===== config.mk =====
export PLATFORM = sky130hd
export DESIGN_NAME = removable_media_lock_status
export DESIGN_NICKNAME = d
export VERILOG_FILES = /design/src/hdl/media_pkg.sv /design/src/hdl/input_sync.sv /design/src/hdl/removable_media_lock_status.sv
export SDC_FILE = /design/constraint.sdc
export NUM_CORES = 1
export LEC_CHECK = 0
export BUFFER_PORTS_ARGS = -buffer_cell sky130_fd_sc_hd__buf_2
export CAP_MARGIN = 40
export CORE_UTILIZATION = 34
export DETAILED_ROUTE_END_ITERATION = 8
export REMOVE_ABC_BUFFERS = 1
export SYNTH_ARGS = -nofsm -noshare
export SYNTH_HDL_FRONTEND = slang
export SYNTH_SLANG_ARGS = --single-unit
export TNS_END_PERCENT = 1

===== constraint.sdc =====
create_clock -name clk_i -period 1.6 [get_ports clk_i]
set_input_delay 0.16 -clock clk_i [delete_from_list [all_inputs] [get_ports clk_i]]
set_output_delay 0.16 -clock clk_i [all_outputs]
set_load 0.005 [all_outputs]

===== src/hdl/media_pkg.sv =====
// Constants and types shared by the removable-media state logic
package media_pkg;

  // Command codes presented on the command strobe
  typedef enum logic [3:0] {
    CMD_NONE        = 4'h0,
    CMD_NOTIFY_ON   = 4'h1,
    CMD_NOTIFY_OFF  = 4'h2,
    CMD_GET_STATUS  = 4'h3,
    CMD_LOCK        = 4'h4,
    CMD_UNLOCK      = 4'h5,
    CMD_EJECT       = 4'h6,
    CMD_DIAGNOSTIC  = 4'h7,
    CMD_DEVICE_RST  = 4'h8
  } media_cmd_t;

  // Bit positions of the media status byte
  localparam int unsigned STAT_WP_BIT  = 6;
  localparam int unsigned STAT_MC_BIT  = 5;
  localparam int unsigned STAT_MCR_BIT = 3;
  localparam int unsigned STAT_NM_BIT  = 1;

  // Bit positions of the notify-enable answer byte
  localparam int unsigned CAP_ENABLED_BIT = 0;
  localparam int unsigned CAP_LOCK_BIT    = 1;
  localparam int unsigned CAP_PEJECT_BIT  = 2;

  // Reset values of the state flags
  localparam logic FLAG_RESET = 1'b0;

  // Length of the eject pulse to the mechanism, in cycles
  localparam int unsigned EJECT_PULSE_CYCLES = 4;

endpackage : media_pkg


===== src/hdl/input_sync.sv =====
// Two-flop synchroniser for pin-level inputs
module input_sync #(
  parameter int unsigned WIDTH = 1
) (
  // Clock and reset
  input  wire logic             clk_i,
  input  wire logic             rst_i,
  // Asynchronous input and synchronised output
  input  wire logic [WIDTH-1:0] async_i,
  output logic      [WIDTH-1:0] sync_o
);

  logic [WIDTH-1:0] stage1;

  // First stage feeds only the second
  always_ff @(posedge clk_i)
  begin
    if (rst_i)
    begin
      stage1 <= '0;
      sync_o <= '0;
    end
    else
    begin
      stage1 <= async_i;
      sync_o <= stage1;
    end
  end

endmodule // input_sync


===== src/hdl/removable_media_lock_status.sv =====
// Notification, lock and media flag state of a removable-media device
module removable_media_lock_status
  import media_pkg::*;
#(
  parameter bit PACKET_SUPPORT = 1'b0,
  parameter bit CAN_LOCK       = 1'b1,
  parameter bit CAN_POWER_EJECT = 1'b1
) (
  // Clock and power-on reset
  input  wire logic             clk_i,
  input  wire logic             rst_i,
  // Other reset sources, one-cycle pulses on clk_i
  input  wire logic             hard_reset_i,
  input  wire logic             soft_reset_i,
  // Command strobe from the task-file decoder
  input  wire logic             cmd_valid_i,
  input  media_pkg::media_cmd_t cmd_i,
  input  wire logic             start_stop_eject_i,
  // Drive pins, asynchronous
  input  wire logic             eject_button_i,
  input  wire logic             medium_present_i,
  input  wire logic             write_protect_i,
  // Command completion
  output logic                  done_o,
  output logic                  aborted_o,
  output logic [7:0]            status_byte_o,
  output logic [7:0]            cyl_high_o,
  // Mechanism and state
  output logic                  eject_o,
  output logic                  notify_mode_o,
  output logic                  lock_state_o
);

  import media_pkg::*;

  localparam logic [2:0] EJ_LAST = 3'(EJECT_PULSE_CYCLES - 1);

  logic [2:0] pin_sync;
  logic       button_s;
  logic       present_s;
  logic       wp_s;
  logic       button_d;
  logic       present_d;
  logic       button_press;
  logic       inserted;
  logic       notify_mode;
  logic       lock_state;
  logic       medium_changed_flag;
  logic       change_request_flag;
  logic       no_medium_flag;
  logic       full_reset;
  logic       eject_req;
  logic [2:0] eject_cnt;
  logic       is_cmd;
  logic       lock_mode;

  input_sync #(
    .WIDTH (3)
  ) u_sync (
    .clk_i   (clk_i),
    .rst_i   (rst_i),
    .async_i ({eject_button_i, medium_present_i, write_protect_i}),
    .sync_o  (pin_sync)
  );

  assign button_s  = pin_sync[2];
  assign present_s = pin_sync[1];
  assign wp_s      = pin_sync[0];

  // Reset conditions that end notification mode and clear lock
  assign full_reset = hard_reset_i | soft_reset_i
                    | (cmd_valid_i & (cmd_i == CMD_DIAGNOSTIC))
                    | (cmd_valid_i & (cmd_i == CMD_DEVICE_RST));
  assign is_cmd     = cmd_valid_i & ~full_reset;
  assign lock_mode  = ~notify_mode & ~PACKET_SUPPORT;

  // Edge detect on the synchronised pins
  always_ff @(posedge clk_i)
  begin
    if (rst_i)
    begin
      button_d  <= 1'b0;
      present_d <= 1'b0;
    end
    else
    begin
      button_d  <= button_s;
      present_d <= present_s;
    end
  end

  assign button_press = button_s & ~button_d;
  assign inserted     = present_s & ~present_d;

  // Notification mode, one flag for both securing modes
  always_ff @(posedge clk_i)
  begin
    if (rst_i || full_reset)
      notify_mode <= FLAG_RESET;
    else if (is_cmd && cmd_i == CMD_NOTIFY_ON)
      notify_mode <= 1'b1;
    else if (is_cmd && cmd_i == CMD_NOTIFY_OFF)
      notify_mode <= 1'b0;
  end

  // Lock state, moved only in lock mode
  always_ff @(posedge clk_i)
  begin
    if (rst_i || full_reset)
      lock_state <= FLAG_RESET;
    else if (is_cmd && cmd_i == CMD_NOTIFY_ON)
      lock_state <= 1'b0;
    else if (is_cmd && lock_mode && CAN_LOCK)
    begin
      if (cmd_i == CMD_LOCK && present_s)
        lock_state <= 1'b1;
      else if (cmd_i == CMD_UNLOCK || cmd_i == CMD_EJECT)
        lock_state <= 1'b0;
    end
  end

  // Change-request flag: button press while held, set beats clear
  always_ff @(posedge clk_i)
  begin
    if (rst_i || full_reset)
      change_request_flag <= FLAG_RESET;
    else if (button_press && (notify_mode || lock_state))
      change_request_flag <= 1'b1;
    else if (is_cmd && (cmd_i == CMD_GET_STATUS || cmd_i == CMD_LOCK
                        || cmd_i == CMD_UNLOCK))
      change_request_flag <= 1'b0;
  end

  // Medium-changed flag: cleared by power-on and hard reset, and by the other resets only in notification mode
  always_ff @(posedge clk_i)
  begin
    if (rst_i || hard_reset_i)
      medium_changed_flag <= FLAG_RESET;
    else if (full_reset && notify_mode)
      medium_changed_flag <= FLAG_RESET;
    else if (inserted)
      medium_changed_flag <= 1'b1;
    else if (is_cmd)
      medium_changed_flag <= 1'b0;
  end

  // No-medium flag follows the drive
  always_ff @(posedge clk_i)
  begin
    if (rst_i)
      no_medium_flag <= FLAG_RESET;
    else
      no_medium_flag <= ~present_s;
  end

  // Eject request: command or unguarded button press
  always_comb
  begin
    eject_req = 1'b0;
    if (is_cmd && cmd_i == CMD_EJECT && !PACKET_SUPPORT)
      eject_req = CAN_POWER_EJECT;
    else if (PACKET_SUPPORT && start_stop_eject_i && !full_reset)
      eject_req = CAN_POWER_EJECT;
    else if (button_press && !notify_mode && !lock_state)
      eject_req = 1'b1;
  end

  // Eject pulse generator
  always_ff @(posedge clk_i)
  begin
    if (rst_i)
    begin
      eject_o   <= 1'b0;
      eject_cnt <= 3'h0;
    end
    else if (eject_req && !eject_o)
    begin
      eject_o   <= 1'b1;
      eject_cnt <= 3'h0;
    end
    else if (eject_o)
    begin
      eject_o   <= (eject_cnt != EJ_LAST);
      eject_cnt <= eject_cnt + 3'h1;
    end
  end

  // Completion answers, one cycle after the command
  always_ff @(posedge clk_i)
  begin
    if (rst_i)
    begin
      done_o        <= 1'b0;
      aborted_o     <= 1'b0;
      status_byte_o <= 8'h00;
      cyl_high_o    <= 8'h00;
    end
    else
    begin
      done_o    <= cmd_valid_i;
      aborted_o <= is_cmd && PACKET_SUPPORT
                   && (cmd_i == CMD_LOCK || cmd_i == CMD_UNLOCK
                       || cmd_i == CMD_EJECT);
      status_byte_o <= 8'h00;
      cyl_high_o    <= 8'h00;
      if (is_cmd && (cmd_i == CMD_GET_STATUS || cmd_i == CMD_LOCK
                     || cmd_i == CMD_UNLOCK))
      begin
        status_byte_o[STAT_WP_BIT]  <= wp_s;
        status_byte_o[STAT_MC_BIT]  <= medium_changed_flag;
        status_byte_o[STAT_MCR_BIT] <= change_request_flag
                                       | (button_press
                                          & (notify_mode | lock_state));
        status_byte_o[STAT_NM_BIT]  <= no_medium_flag;
      end
      if (is_cmd && cmd_i == CMD_NOTIFY_ON)
      begin
        cyl_high_o[CAP_ENABLED_BIT] <= notify_mode;
        cyl_high_o[CAP_LOCK_BIT]    <= CAN_LOCK;
        cyl_high_o[CAP_PEJECT_BIT]  <= CAN_POWER_EJECT;
      end
    end
  end

  assign notify_mode_o = notify_mode;
  assign lock_state_o  = lock_state;

  // Checks
  a_one_mode: assert property (@(posedge clk_i) disable iff (rst_i)
    !(notify_mode && lock_state))
    else $error("Notification and lock both active");
  a_notify_on: assert property (@(posedge clk_i) disable iff (rst_i)
    is_cmd && cmd_i == CMD_NOTIFY_ON |=> notify_mode)
    else $error("Notify enable not taken");
  a_lock_noop: assert property (@(posedge clk_i) disable iff (rst_i)
    notify_mode && is_cmd && (cmd_i == CMD_LOCK || cmd_i == CMD_UNLOCK)
    |=> !lock_state)
    else $error("Lock moved in notification mode");
  a_button_ignored: assert property (@(posedge clk_i) disable iff (rst_i)
    (notify_mode || lock_state) && !cmd_valid_i && !start_stop_eject_i
    && !eject_o |=> !eject_o)
    else $error("Button ejected a held medium");
  a_reset_clears: assert property (@(posedge clk_i) disable iff (rst_i)
    full_reset |=> !notify_mode && !lock_state
    && !change_request_flag)
    else $error("Reset left state set");
  a_soft_keeps_mc: assert property (@(posedge clk_i) disable iff (rst_i)
    soft_reset_i && !notify_mode && !hard_reset_i && !inserted
    && medium_changed_flag |=> medium_changed_flag)
    else $error("Soft reset lost changed flag");
  a_cap_report: assert property (@(posedge clk_i) disable iff (rst_i)
    is_cmd && cmd_i == CMD_NOTIFY_ON |=>
    cyl_high_o[CAP_ENABLED_BIT] == $past(notify_mode))
    else $error("Prior notify state misreported");
  a_status_nm: assert property (@(posedge clk_i) disable iff (rst_i)
    is_cmd && cmd_i == CMD_GET_STATUS && no_medium_flag |=>
    done_o && status_byte_o[STAT_NM_BIT])
    else $error("No-medium not reported");
  a_eject_len: assert property (@(posedge clk_i) disable iff (rst_i)
    $rose(eject_o) |-> eject_o [*4] ##1 !eject_o)
    else $error("Eject pulse length wrong");
  a_mc_reset: assert property (@(posedge clk_i) disable iff (rst_i)
    full_reset && notify_mode |=> !medium_changed_flag)
    else $error("Notify reset kept changed flag");
  a_unlock_free: assert property (@(posedge clk_i) disable iff (rst_i)
    is_cmd && lock_mode && cmd_i == CMD_UNLOCK |=> !lock_state)
    else $error("Unlock left medium locked");
  a_request_set: assert property (@(posedge clk_i) disable iff (rst_i)
    button_press && (notify_mode || lock_state) && !full_reset
    |=> change_request_flag)
    else $error("Held button press not flagged");

  c_notify: cover property (@(posedge clk_i) disable iff (rst_i)
    is_cmd && cmd_i == CMD_NOTIFY_ON ##1 notify_mode);
  c_locked: cover property (@(posedge clk_i) disable iff (rst_i)
    $rose(lock_state));
  c_eject: cover property (@(posedge clk_i) disable iff (rst_i)
    $rose(eject_o));
  c_request: cover property (@(posedge clk_i) disable iff (rst_i)
    $rose(change_request_flag));
  c_notify_reset: cover property (@(posedge clk_i) disable iff (rst_i)
    full_reset && notify_mode);

endmodule // removable_media_lock_status


Word-level counts from Yosys, hierarchy flattened
Cells that the tools add are included.
{"block": "word_totals", "register_bits": 34, "in_bits": 13, "out_inout_bits": 21, "wordCells": 88}
{"block": "classes", "n_addsub": 1, "eq_ne": 9, "muxes": 13, "bitwise_logic": 18, "n_reduce_logical": 30}
{"operator": "$eq A4 B3 Y1 const B", "n": 4}
{"operator": "$mux W1", "n": 12}
{"operator": "$logic_and A1 B1 Y1", "n": 11}
{"operator": "$reduce_or A2 Y1", "n": 5}
{"operator": "$eq A4 B2 Y1 const B", "n": 2}
{"operator": "$reduce_bool A2 Y1", "n": 4}
{"operator": "$not A1 Y1", "n": 7}
{"operator": "$and A1 B1 Y1", "n": 6}
{"operator": "$logic_or A1 B1 Y1", "n": 6}
{"operator": "$or A1 B1 Y1", "n": 5}
{"operator": "$eq A4 B1 Y1 const B", "n": 1}
{"operator": "$eq A4 B4 Y1 const B", "n": 1}
{"operator": "$add A3 B1 Y3 const B", "n": 1}
{"operator": "$logic_not A1 Y1", "n": 3}
{"operator": "$mux W3", "n": 1}
{"operator": "$ne A3 B2 Y1 const B", "n": 1}
{"operator": "$reduce_and A2 Y1", "n": 1}

Longest topological paths before layout
{"block": "logic_depth", "depth_word": 10, "mapped_depth": 5, "ltp_nobuf": 5}

Hierarchy
Synthesis repeated with hierarchy kept, for this count alone.
{"block": "hier_totals", "cells_unflattened": 104, "area_unflattened_um2": 1041.0}
{"mod": "removable_media_lock_status", "n_inst": 1, "cells_each": 92, "area_per_inst_um2": 883.3, "seq_area_each_um2": 360.3}
{"mod": "input_sync", "n_inst": 1, "cells_each": 12, "area_per_inst_um2": 157.7, "seq_area_each_um2": 120.1}

Least setup slack after synthesis
OpenSTA, ideal clock, no wires.
{"block": "synth_path", "kind": "input port to flip-flop", "from": "input cmd_i[2]", "to": "register change_request_flag", "setup_ns": 0.079, "arrival_time_ns": 1.265, "required_time_ns": 1.521, "slack_ns": 0.256, "path_stages": 5, "n_path_buf": 1, "path_cell_list": "buf_4 > and4b_4 > o21a_1 > or4_4 > a211oi_2"}
{"block": "synth_between", "elab_chain_len": 8, "elab_cells_between_ends": 16, "cone_classes": "5 x eq/ne; 6 x bitwise; 5 x reduce/logical"}
{"item": "start, declared", "line": "removable_media_lock_status.sv:17", "text": "input media_pkg::media_cmd_t cmd_i,"}
{"item": "$eq A4 B3 Y1", "line": "removable_media_lock_status.sv:72", "text": "| (cmd_valid_i & (cmd_i == CMD_DIAGNOSTIC))"}
{"item": "$and A1 B1 Y1", "line": "removable_media_lock_status.sv:72"}
{"item": "$or A1 B1 Y1", "line": "removable_media_lock_status.sv:72"}
{"item": "$or A1 B1 Y1", "line": "removable_media_lock_status.sv:73", "text": "| (cmd_valid_i & (cmd_i == CMD_DEVICE_RST));"}
{"item": "$not A1 Y1", "line": "removable_media_lock_status.sv:74", "text": "assign is_cmd = cmd_valid_i & ~full_reset;"}
{"item": "$and A1 B1 Y1", "line": "removable_media_lock_status.sv:74"}
{"item": "$logic_and A1 B1 Y1", "line": "removable_media_lock_status.sv:129", "text": "else if (is_cmd && (cmd_i == CMD_GET_STATUS || cmd_i == CMD_LOCK"}
{"item": "$reduce_bool A2 Y1 (no source line)"}
{"item": "end signal, assigned", "line": "removable_media_lock_status.sv:126", "text": "change_request_flag <= FLAG_RESET;"}
{"item": "end signal, assigned", "line": "removable_media_lock_status.sv:128", "text": "change_request_flag <= 1'b1;"}
{"item": "end signal, assigned", "line": "removable_media_lock_status.sv:131", "text": "change_request_flag <= 1'b0;"}
{"item": "end, declared", "line": "removable_media_lock_status.sv:49", "text": "logic change_request_flag;"}
Parallel ways exist; a longest one is shown, timed or not.
A chain may end at the register's enable or synchronous reset.

Worst setup path after layout
{"block": "layout_path", "from": "register notify_mode (netlist: notify_mode_o)", "to": "register eject_cnt[0]"}
{"block": "layout_between", "elab_chain_len": 7}
{"item": "start, declared", "line": "removable_media_lock_status.sv:46", "text": "logic notify_mode;"}
{"item": "start signal, assigned", "line": "removable_media_lock_status.sv:99", "text": "notify_mode <= FLAG_RESET;"}
{"item": "start signal, assigned", "line": "removable_media_lock_status.sv:101", "text": "notify_mode <= 1'b1;"}
{"item": "start signal, assigned", "line": "removable_media_lock_status.sv:103", "text": "notify_mode <= 1'b0;"}
{"item": "$logic_not A1 Y1", "line": "removable_media_lock_status.sv:164", "text": "else if (button_press && !notify_mode && !lock_state)"}
{"item": "$logic_and A1 B1 Y1 (2 in a row)", "line": "removable_media_lock_status.sv:164"}
{"item": "$mux W1", "line": "removable_media_lock_status.sv:164"}
{"item": "$mux W1", "line": "removable_media_lock_status.sv:160", "text": "if (is_cmd && cmd_i == CMD_EJECT && !PACKET_SUPPORT)"}
{"item": "$logic_and A1 B1 Y1", "line": "removable_media_lock_status.sv:176", "text": "else if (eject_req && !eject_o)"}
{"item": "$reduce_or A2 Y1 (no source line)"}
{"item": "end signal, assigned", "line": "removable_media_lock_status.sv:184", "text": "eject_cnt <= eject_cnt + 3'h1;"}
{"item": "end, declared", "line": "removable_media_lock_status.sv:53", "text": "logic [2:0] eject_cnt;"}
No other way between the ends.

==> impl_results.html <==
<table>
<tr><th>Metric</th><th>Value</th></tr>
<tr><th colspan="2">Routing</th></tr>
<tr><td>Number of optimization iterations in the first detailed-route pass</td><td>6</td></tr>
<tr><td>Remaining antenna violation count</td><td>0</td></tr>
<tr><td>Vias per inst</td><td>4.803</td></tr>
<tr><td>DR vias</td><td>754</td></tr>
<tr><td>Final WL</td><td>1697 um</td></tr>
<tr><td>DRC viols</td><td>9</td></tr>
<tr><td>Routed length per instance</td><td>10.81 um</td></tr>
<tr><td>Initial detailed-routing violation count</td><td>23</td></tr>
<tr><th colspan="2">Floorplan</th></tr>
<tr><td>Die height</td><td>56.73 um</td></tr>
<tr><td>Die area</td><td>3218 sq um</td></tr>
<tr><td>Top-level port count</td><td>34</td></tr>
<tr><td>Core outline area</td><td>2805 sq um</td></tr>
<tr><td>Horizontal die dimension</td><td>56.73 um</td></tr>
<tr><td>Number of placement rows</td><td>19</td></tr>
<tr><td>Initial core utilization</td><td>36.31%</td></tr>
<tr><th colspan="2">Critical path</th></tr>
<tr><td>CP max stage cell</td><td>sky130_fd_sc_hd__dfxtp_1</td></tr>
<tr><td>Endpoint class of the critical path</td><td>flip-flop</td></tr>
<tr><td>CP max stage delay</td><td>0.49 ns</td></tr>
<tr><td>Register-to-register setup slack</td><td>0.21 ns</td></tr>
<tr><td>Data arrival time at the worst-slack endpoint</td><td>1.64 ns</td></tr>
<tr><td>Worst EP required</td><td>1.85 ns</td></tr>
<tr><td>Gate family responsible for the most delay along the worst path</td><td>flip-flops</td></tr>
<tr><td>Cell breakdown of the critical path</td><td>nor4b_1, a311oi_1, mux2i_1, nor2_1</td></tr>
<tr><td>Type of element launching the critical path</td><td>flip-flop</td></tr>
<tr><td>Worst setup path class</td><td>flip-flop to flip-flop</td></tr>
<tr><td>Highest net fanout along the worst path</td><td>9</td></tr>
<tr><td>Buffer and inverter count on the worst path</td><td>0</td></tr>
<tr><th colspan="2">Clock tree</th></tr>
<tr><td>Inserted Clock Buffers</td><td>3</td></tr>
<tr><td>CTS H-Tree Depth</td><td>1</td></tr>
<tr><td>Root buf cell</td><td>sky130_fd_sc_hd__clkbuf_4</td></tr>
<tr><td>CTS tree</td><td>built</td></tr>
<tr><td>Maximum buffer depth of the clock tree</td><td>2</td></tr>
<tr><td>Number of gates resized after cts</td><td>0</td></tr>
<tr><td>Quantity of hold-fixing buffers added after cts</td><td>0</td></tr>
<tr><td>Clock latency on the worst-skew pair</td><td>0.30 ns</td></tr>
<tr><td>Clock transition at the registers of the reported paths</td><td>0.13 ns</td></tr>
<tr><td>Number of setup buffers added after CTS</td><td>0</td></tr>
<tr><td>Total clock sinks</td><td>24</td></tr>
<tr><th colspan="2">Placement</th></tr>
<tr><td>Final estimated routing congestion in global placement</td><td>0.7650</td></tr>
<tr><td>Number of port buffers</td><td>22</td></tr>
<tr><td>DPL Wire Length</td><td>1277 um</td></tr>
<tr><th colspan="2">Synthesis</th></tr>
<tr><td>Async set-or-reset flop fraction in the synthesized netlist</td><td>0%</td></tr>
<tr><td>Synth Area in Simple Gates</td><td>26.78%</td></tr>
<tr><td>Mapped Avg Cell Area</td><td>9.888 sq um</td></tr>
<tr><td>Count of unique library cells instantiated by Yosys</td><td>35</td></tr>
<tr><td>Netlist area before placement</td><td>1018 sq um</td></tr>
<tr><td>Xor and xnor area share after synthesis</td><td>0%</td></tr>
<tr><td>Share of cell area taken by muxes after synthesis</td><td>0.9828%</td></tr>
<tr><td>Share of synthesized area occupied by flip-flops and latches</td><td>47.17%</td></tr>
<tr><td>Total of flip-flops plus latches after synthesis</td><td>24</td></tr>
<tr><td>Share of the synthesized area in compound gates (AO/OA/AOI/OAI)</td><td>11.55%</td></tr>
<tr><td>Number of enable flip-flop cells after synthesis</td><td>0</td></tr>
<tr><td>Warnings, synthesis</td><td>0</td></tr>
<tr><td>Dominant register cell in the synthesized netlist</td><td>sky130_fd_sc_hd__dfxtp_1</td></tr>
<tr><td>Synthesized instance count</td><td>103</td></tr>
<tr><td>Largest family of logic cells by synthesized area</td><td>simple AND/OR/NAND/NOR gates</td></tr>
<tr><td>Adder-cell share of the synthesized area</td><td>2.457%</td></tr>
<tr><th colspan="2">Timing</th></tr>
<tr><td>Final worst-path cycle share</td><td>86.98%</td></tr>
<tr><td>Setup repair after global routing missed its margin</td><td>no</td></tr>
<tr><td>Total Negative Setup Slacks</td><td>0 ns</td></tr>
<tr><td>Post-Route Skew</td><td>0.003227 ns</td></tr>
<tr><td>Crit path time final</td><td>1.392 ns</td></tr>
<tr><td>Final number of hold-violating endpoints</td><td>0</td></tr>
<tr><td>Final setup violating endpoints</td><td>0</td></tr>
<tr><td>Worst slew slack as a fraction of its limit</td><td>65.26%</td></tr>
<tr><td>Transition time at the pin with the least slew margin</td><td>0.5176 ns</td></tr>
<tr><td>Final slew viol count</td><td>0</td></tr>
<tr><td>Peak Freq</td><td>718.6 MHz</td></tr>
<tr><th colspan="2">Outcome</th></tr>
<tr><td>Outcome</td><td>complete, but fails checks</td></tr>
<tr><td>Failing checks</td><td>DRC</td></tr>
<tr><th colspan="2">Global routing</th></tr>
<tr><td>Met2 Usage GRT</td><td>18.20%</td></tr>
<tr><td>Maximum number of pins on one net before global-route repair</td><td>18</td></tr>
<tr><td>Busiest layer in global routing</td><td>met2</td></tr>
<tr><td>Gr usage total</td><td>11.57%</td></tr>
<tr><td>Met3 track demand over resource</td><td>2.765%</td></tr>
<tr><td>Overflow left after global routing</td><td>0</td></tr>
<tr><td>Via count of the first global-routing pass</td><td>670</td></tr>
<tr><td>Number of antenna violations at the first check in global routing</td><td>0</td></tr>
<tr><td>Wire length of the first global-routing pass</td><td>2898 um</td></tr>
<tr><td>Fraction of met1 tracks used by global routing</td><td>14.95%</td></tr>
<tr><th colspan="2">Layout</th></tr>
<tr><td>Commonest cells after routing, fill and taps aside</td><td>sky130_fd_sc_hd__dfxtp_1 (24), sky130_fd_sc_hd__buf_2 (22), sky130_fd_sc_hd__nor2b_1 (10), sky130_fd_sc_hd__conb_1 (10), sky130_fd_sc_hd__nor2_1 (6)</td></tr>
<tr><td>Fraction of final layout cells with drive strength greater than 1</td><td>27.78%</td></tr>
<tr><td>Antenna diodes</td><td>0</td></tr>
<tr><td>Most frequent standard cell in the layout excluding fill and tap cells</td><td>sky130_fd_sc_hd__dfxtp_1</td></tr>
<tr><td>Synthesis-to-layout area growth</td><td>14.62%</td></tr>
<tr><td>Final nets</td><td>142</td></tr>
<tr><th colspan="2">Min path</th></tr>
<tr><td>Type of the worst min-delay path</td><td>primary input to flip-flop</td></tr>
<tr><th colspan="2">Power</th></tr>
<tr><td>Total power after layout</td><td>0.001130 W</td></tr>
<tr><td>PD cells</td><td>968.1 nW/um^2</td></tr>
<tr><td>Peak supply drop</td><td>0.3488 mV</td></tr>
<tr><td>Pleak</td><td>0.5013 nW</td></tr>
<tr><th colspan="2">Run</th></tr>
<tr><td>Max capacitance violation total</td><td>0</td></tr>
</table>
-- routing by layer --
layer | share of wire (%) | routed length [um]
met5 | 0 | 0
met4 | 0.82 | 14
met3 | 6.1 | 103
met2 | 45 | 772
met1 | 47 | 805
-- logic make-up (layout without fill, tap and decap cells) --
kind of cell    count (synthesis)  after routing
simple gates                   40             40
flops                          24             24
compound gates                 18             18
buf+inv                        17             31
fa+ha+maj                       2              2
other cells                     1             10
mux                             1              1
-- cell type report --
cell class                 instances  area (sq um)
clock buffer                       3         22.52
clock inverter                     1         30.03
fill                             284          1638
inverter                           4         15.01
multi-input combinational         71         462.9
sequential                        24         480.5
tap                               31         38.79
timing repair buffer              23         117.6
-- report_power, final --
group	total, W	switching [W]	internal (W)	leakage [nW]
combinational	0.0000855	0.0000476	0.0000379	0.278
clock	0.000426	0.000173	0.000253	0.0279
sequential	0.000619	0.00000621	0.000613	0.196
total	0.00113	0.000226	0.000904	0.501
-- registers in the layout, summed over array words and instances, names as in the netlist --
signal / count
status_byte_o: 4
eject_cnt: 3
u_sync.stage1: 3
u_sync.sync_o: 3
cyl_high_o: 2
button_d: 1
change_request_flag: 1
done_o: 1
eject_o: 1
lock_state_o: 1
medium_changed_flag: 1
no_medium_flag: 1
notify_mode_o: 1
present_d: 1
-- worst reg2reg max path, stage by stage (launching register included) --
cell and delay [ns]:
sky130_fd_sc_hd__dfxtp_1 0.49, sky130_fd_sc_hd__nor4b_1 0.10, sky130_fd_sc_hd__a311oi_1 0.48, sky130_fd_sc_hd__mux2i_1 0.16
sky130_fd_sc_hd__nor2_1 0.10
-- cells in the mapped netlist (2+ instances only) --
cell	count	area share [%]
sky130_fd_sc_hd__nor2_1	6	2.2
sky130_fd_sc_hd__inv_1	4	1.5
sky130_fd_sc_hd__nand2_1	2	0.74
sky130_fd_sc_hd__nor4b_1	4	3.4
sky130_fd_sc_hd__o21ai_0	4	2.0
sky130_fd_sc_hd__buf_4	12	8.8
sky130_fd_sc_hd__dfxtp_1	24	47
sky130_fd_sc_hd__o31ai_1	2	1.5
sky130_fd_sc_hd__a21oi_1	5	2.5
sky130_fd_sc_hd__and2_1	4	2.5
sky130_fd_sc_hd__nor2b_1	10	6.1
sky130_fd_sc_hd__ha_1	2	2.5
sky130_fd_sc_hd__or3b_2	2	1.7
-- final timing paths --
kind	start	end	cells past startpoint
max	notify_mode_o$_SDFFE_PP0P_	eject_cnt[0]$_SDFFE_PP0P_	4
min	eject_button_i	u_sync.stage1[2]$_SDFF_PP0_	2
max reg2reg	notify_mode_o$_SDFFE_PP0P_	eject_cnt[0]$_SDFFE_PP0P_	4
min reg2reg	u_sync.sync_o[1]$_SDFF_PP0_	no_medium_flag$_SDFF_PP0_	1
-- through the flow --
stage          instance area, sq um  instances  setup WS, ns  hold WS (ns)  utilization [%]
2_1_floorplan                 958.4         99        0.3319        0.2267                -
3_3_place_gp                   1115        153       0.07114        0.3675            39.74
3_5_place_dp                   1115        153       0.05350        0.3751            39.74
4_1_cts                        1167        157        0.2110       0.03968            41.61
5_1_grt                        1167        157       0.04331       0.01774            41.61
6_report                       1167        157        0.2084       0.04975            41.61
Power figures use the tool's default switching activity.
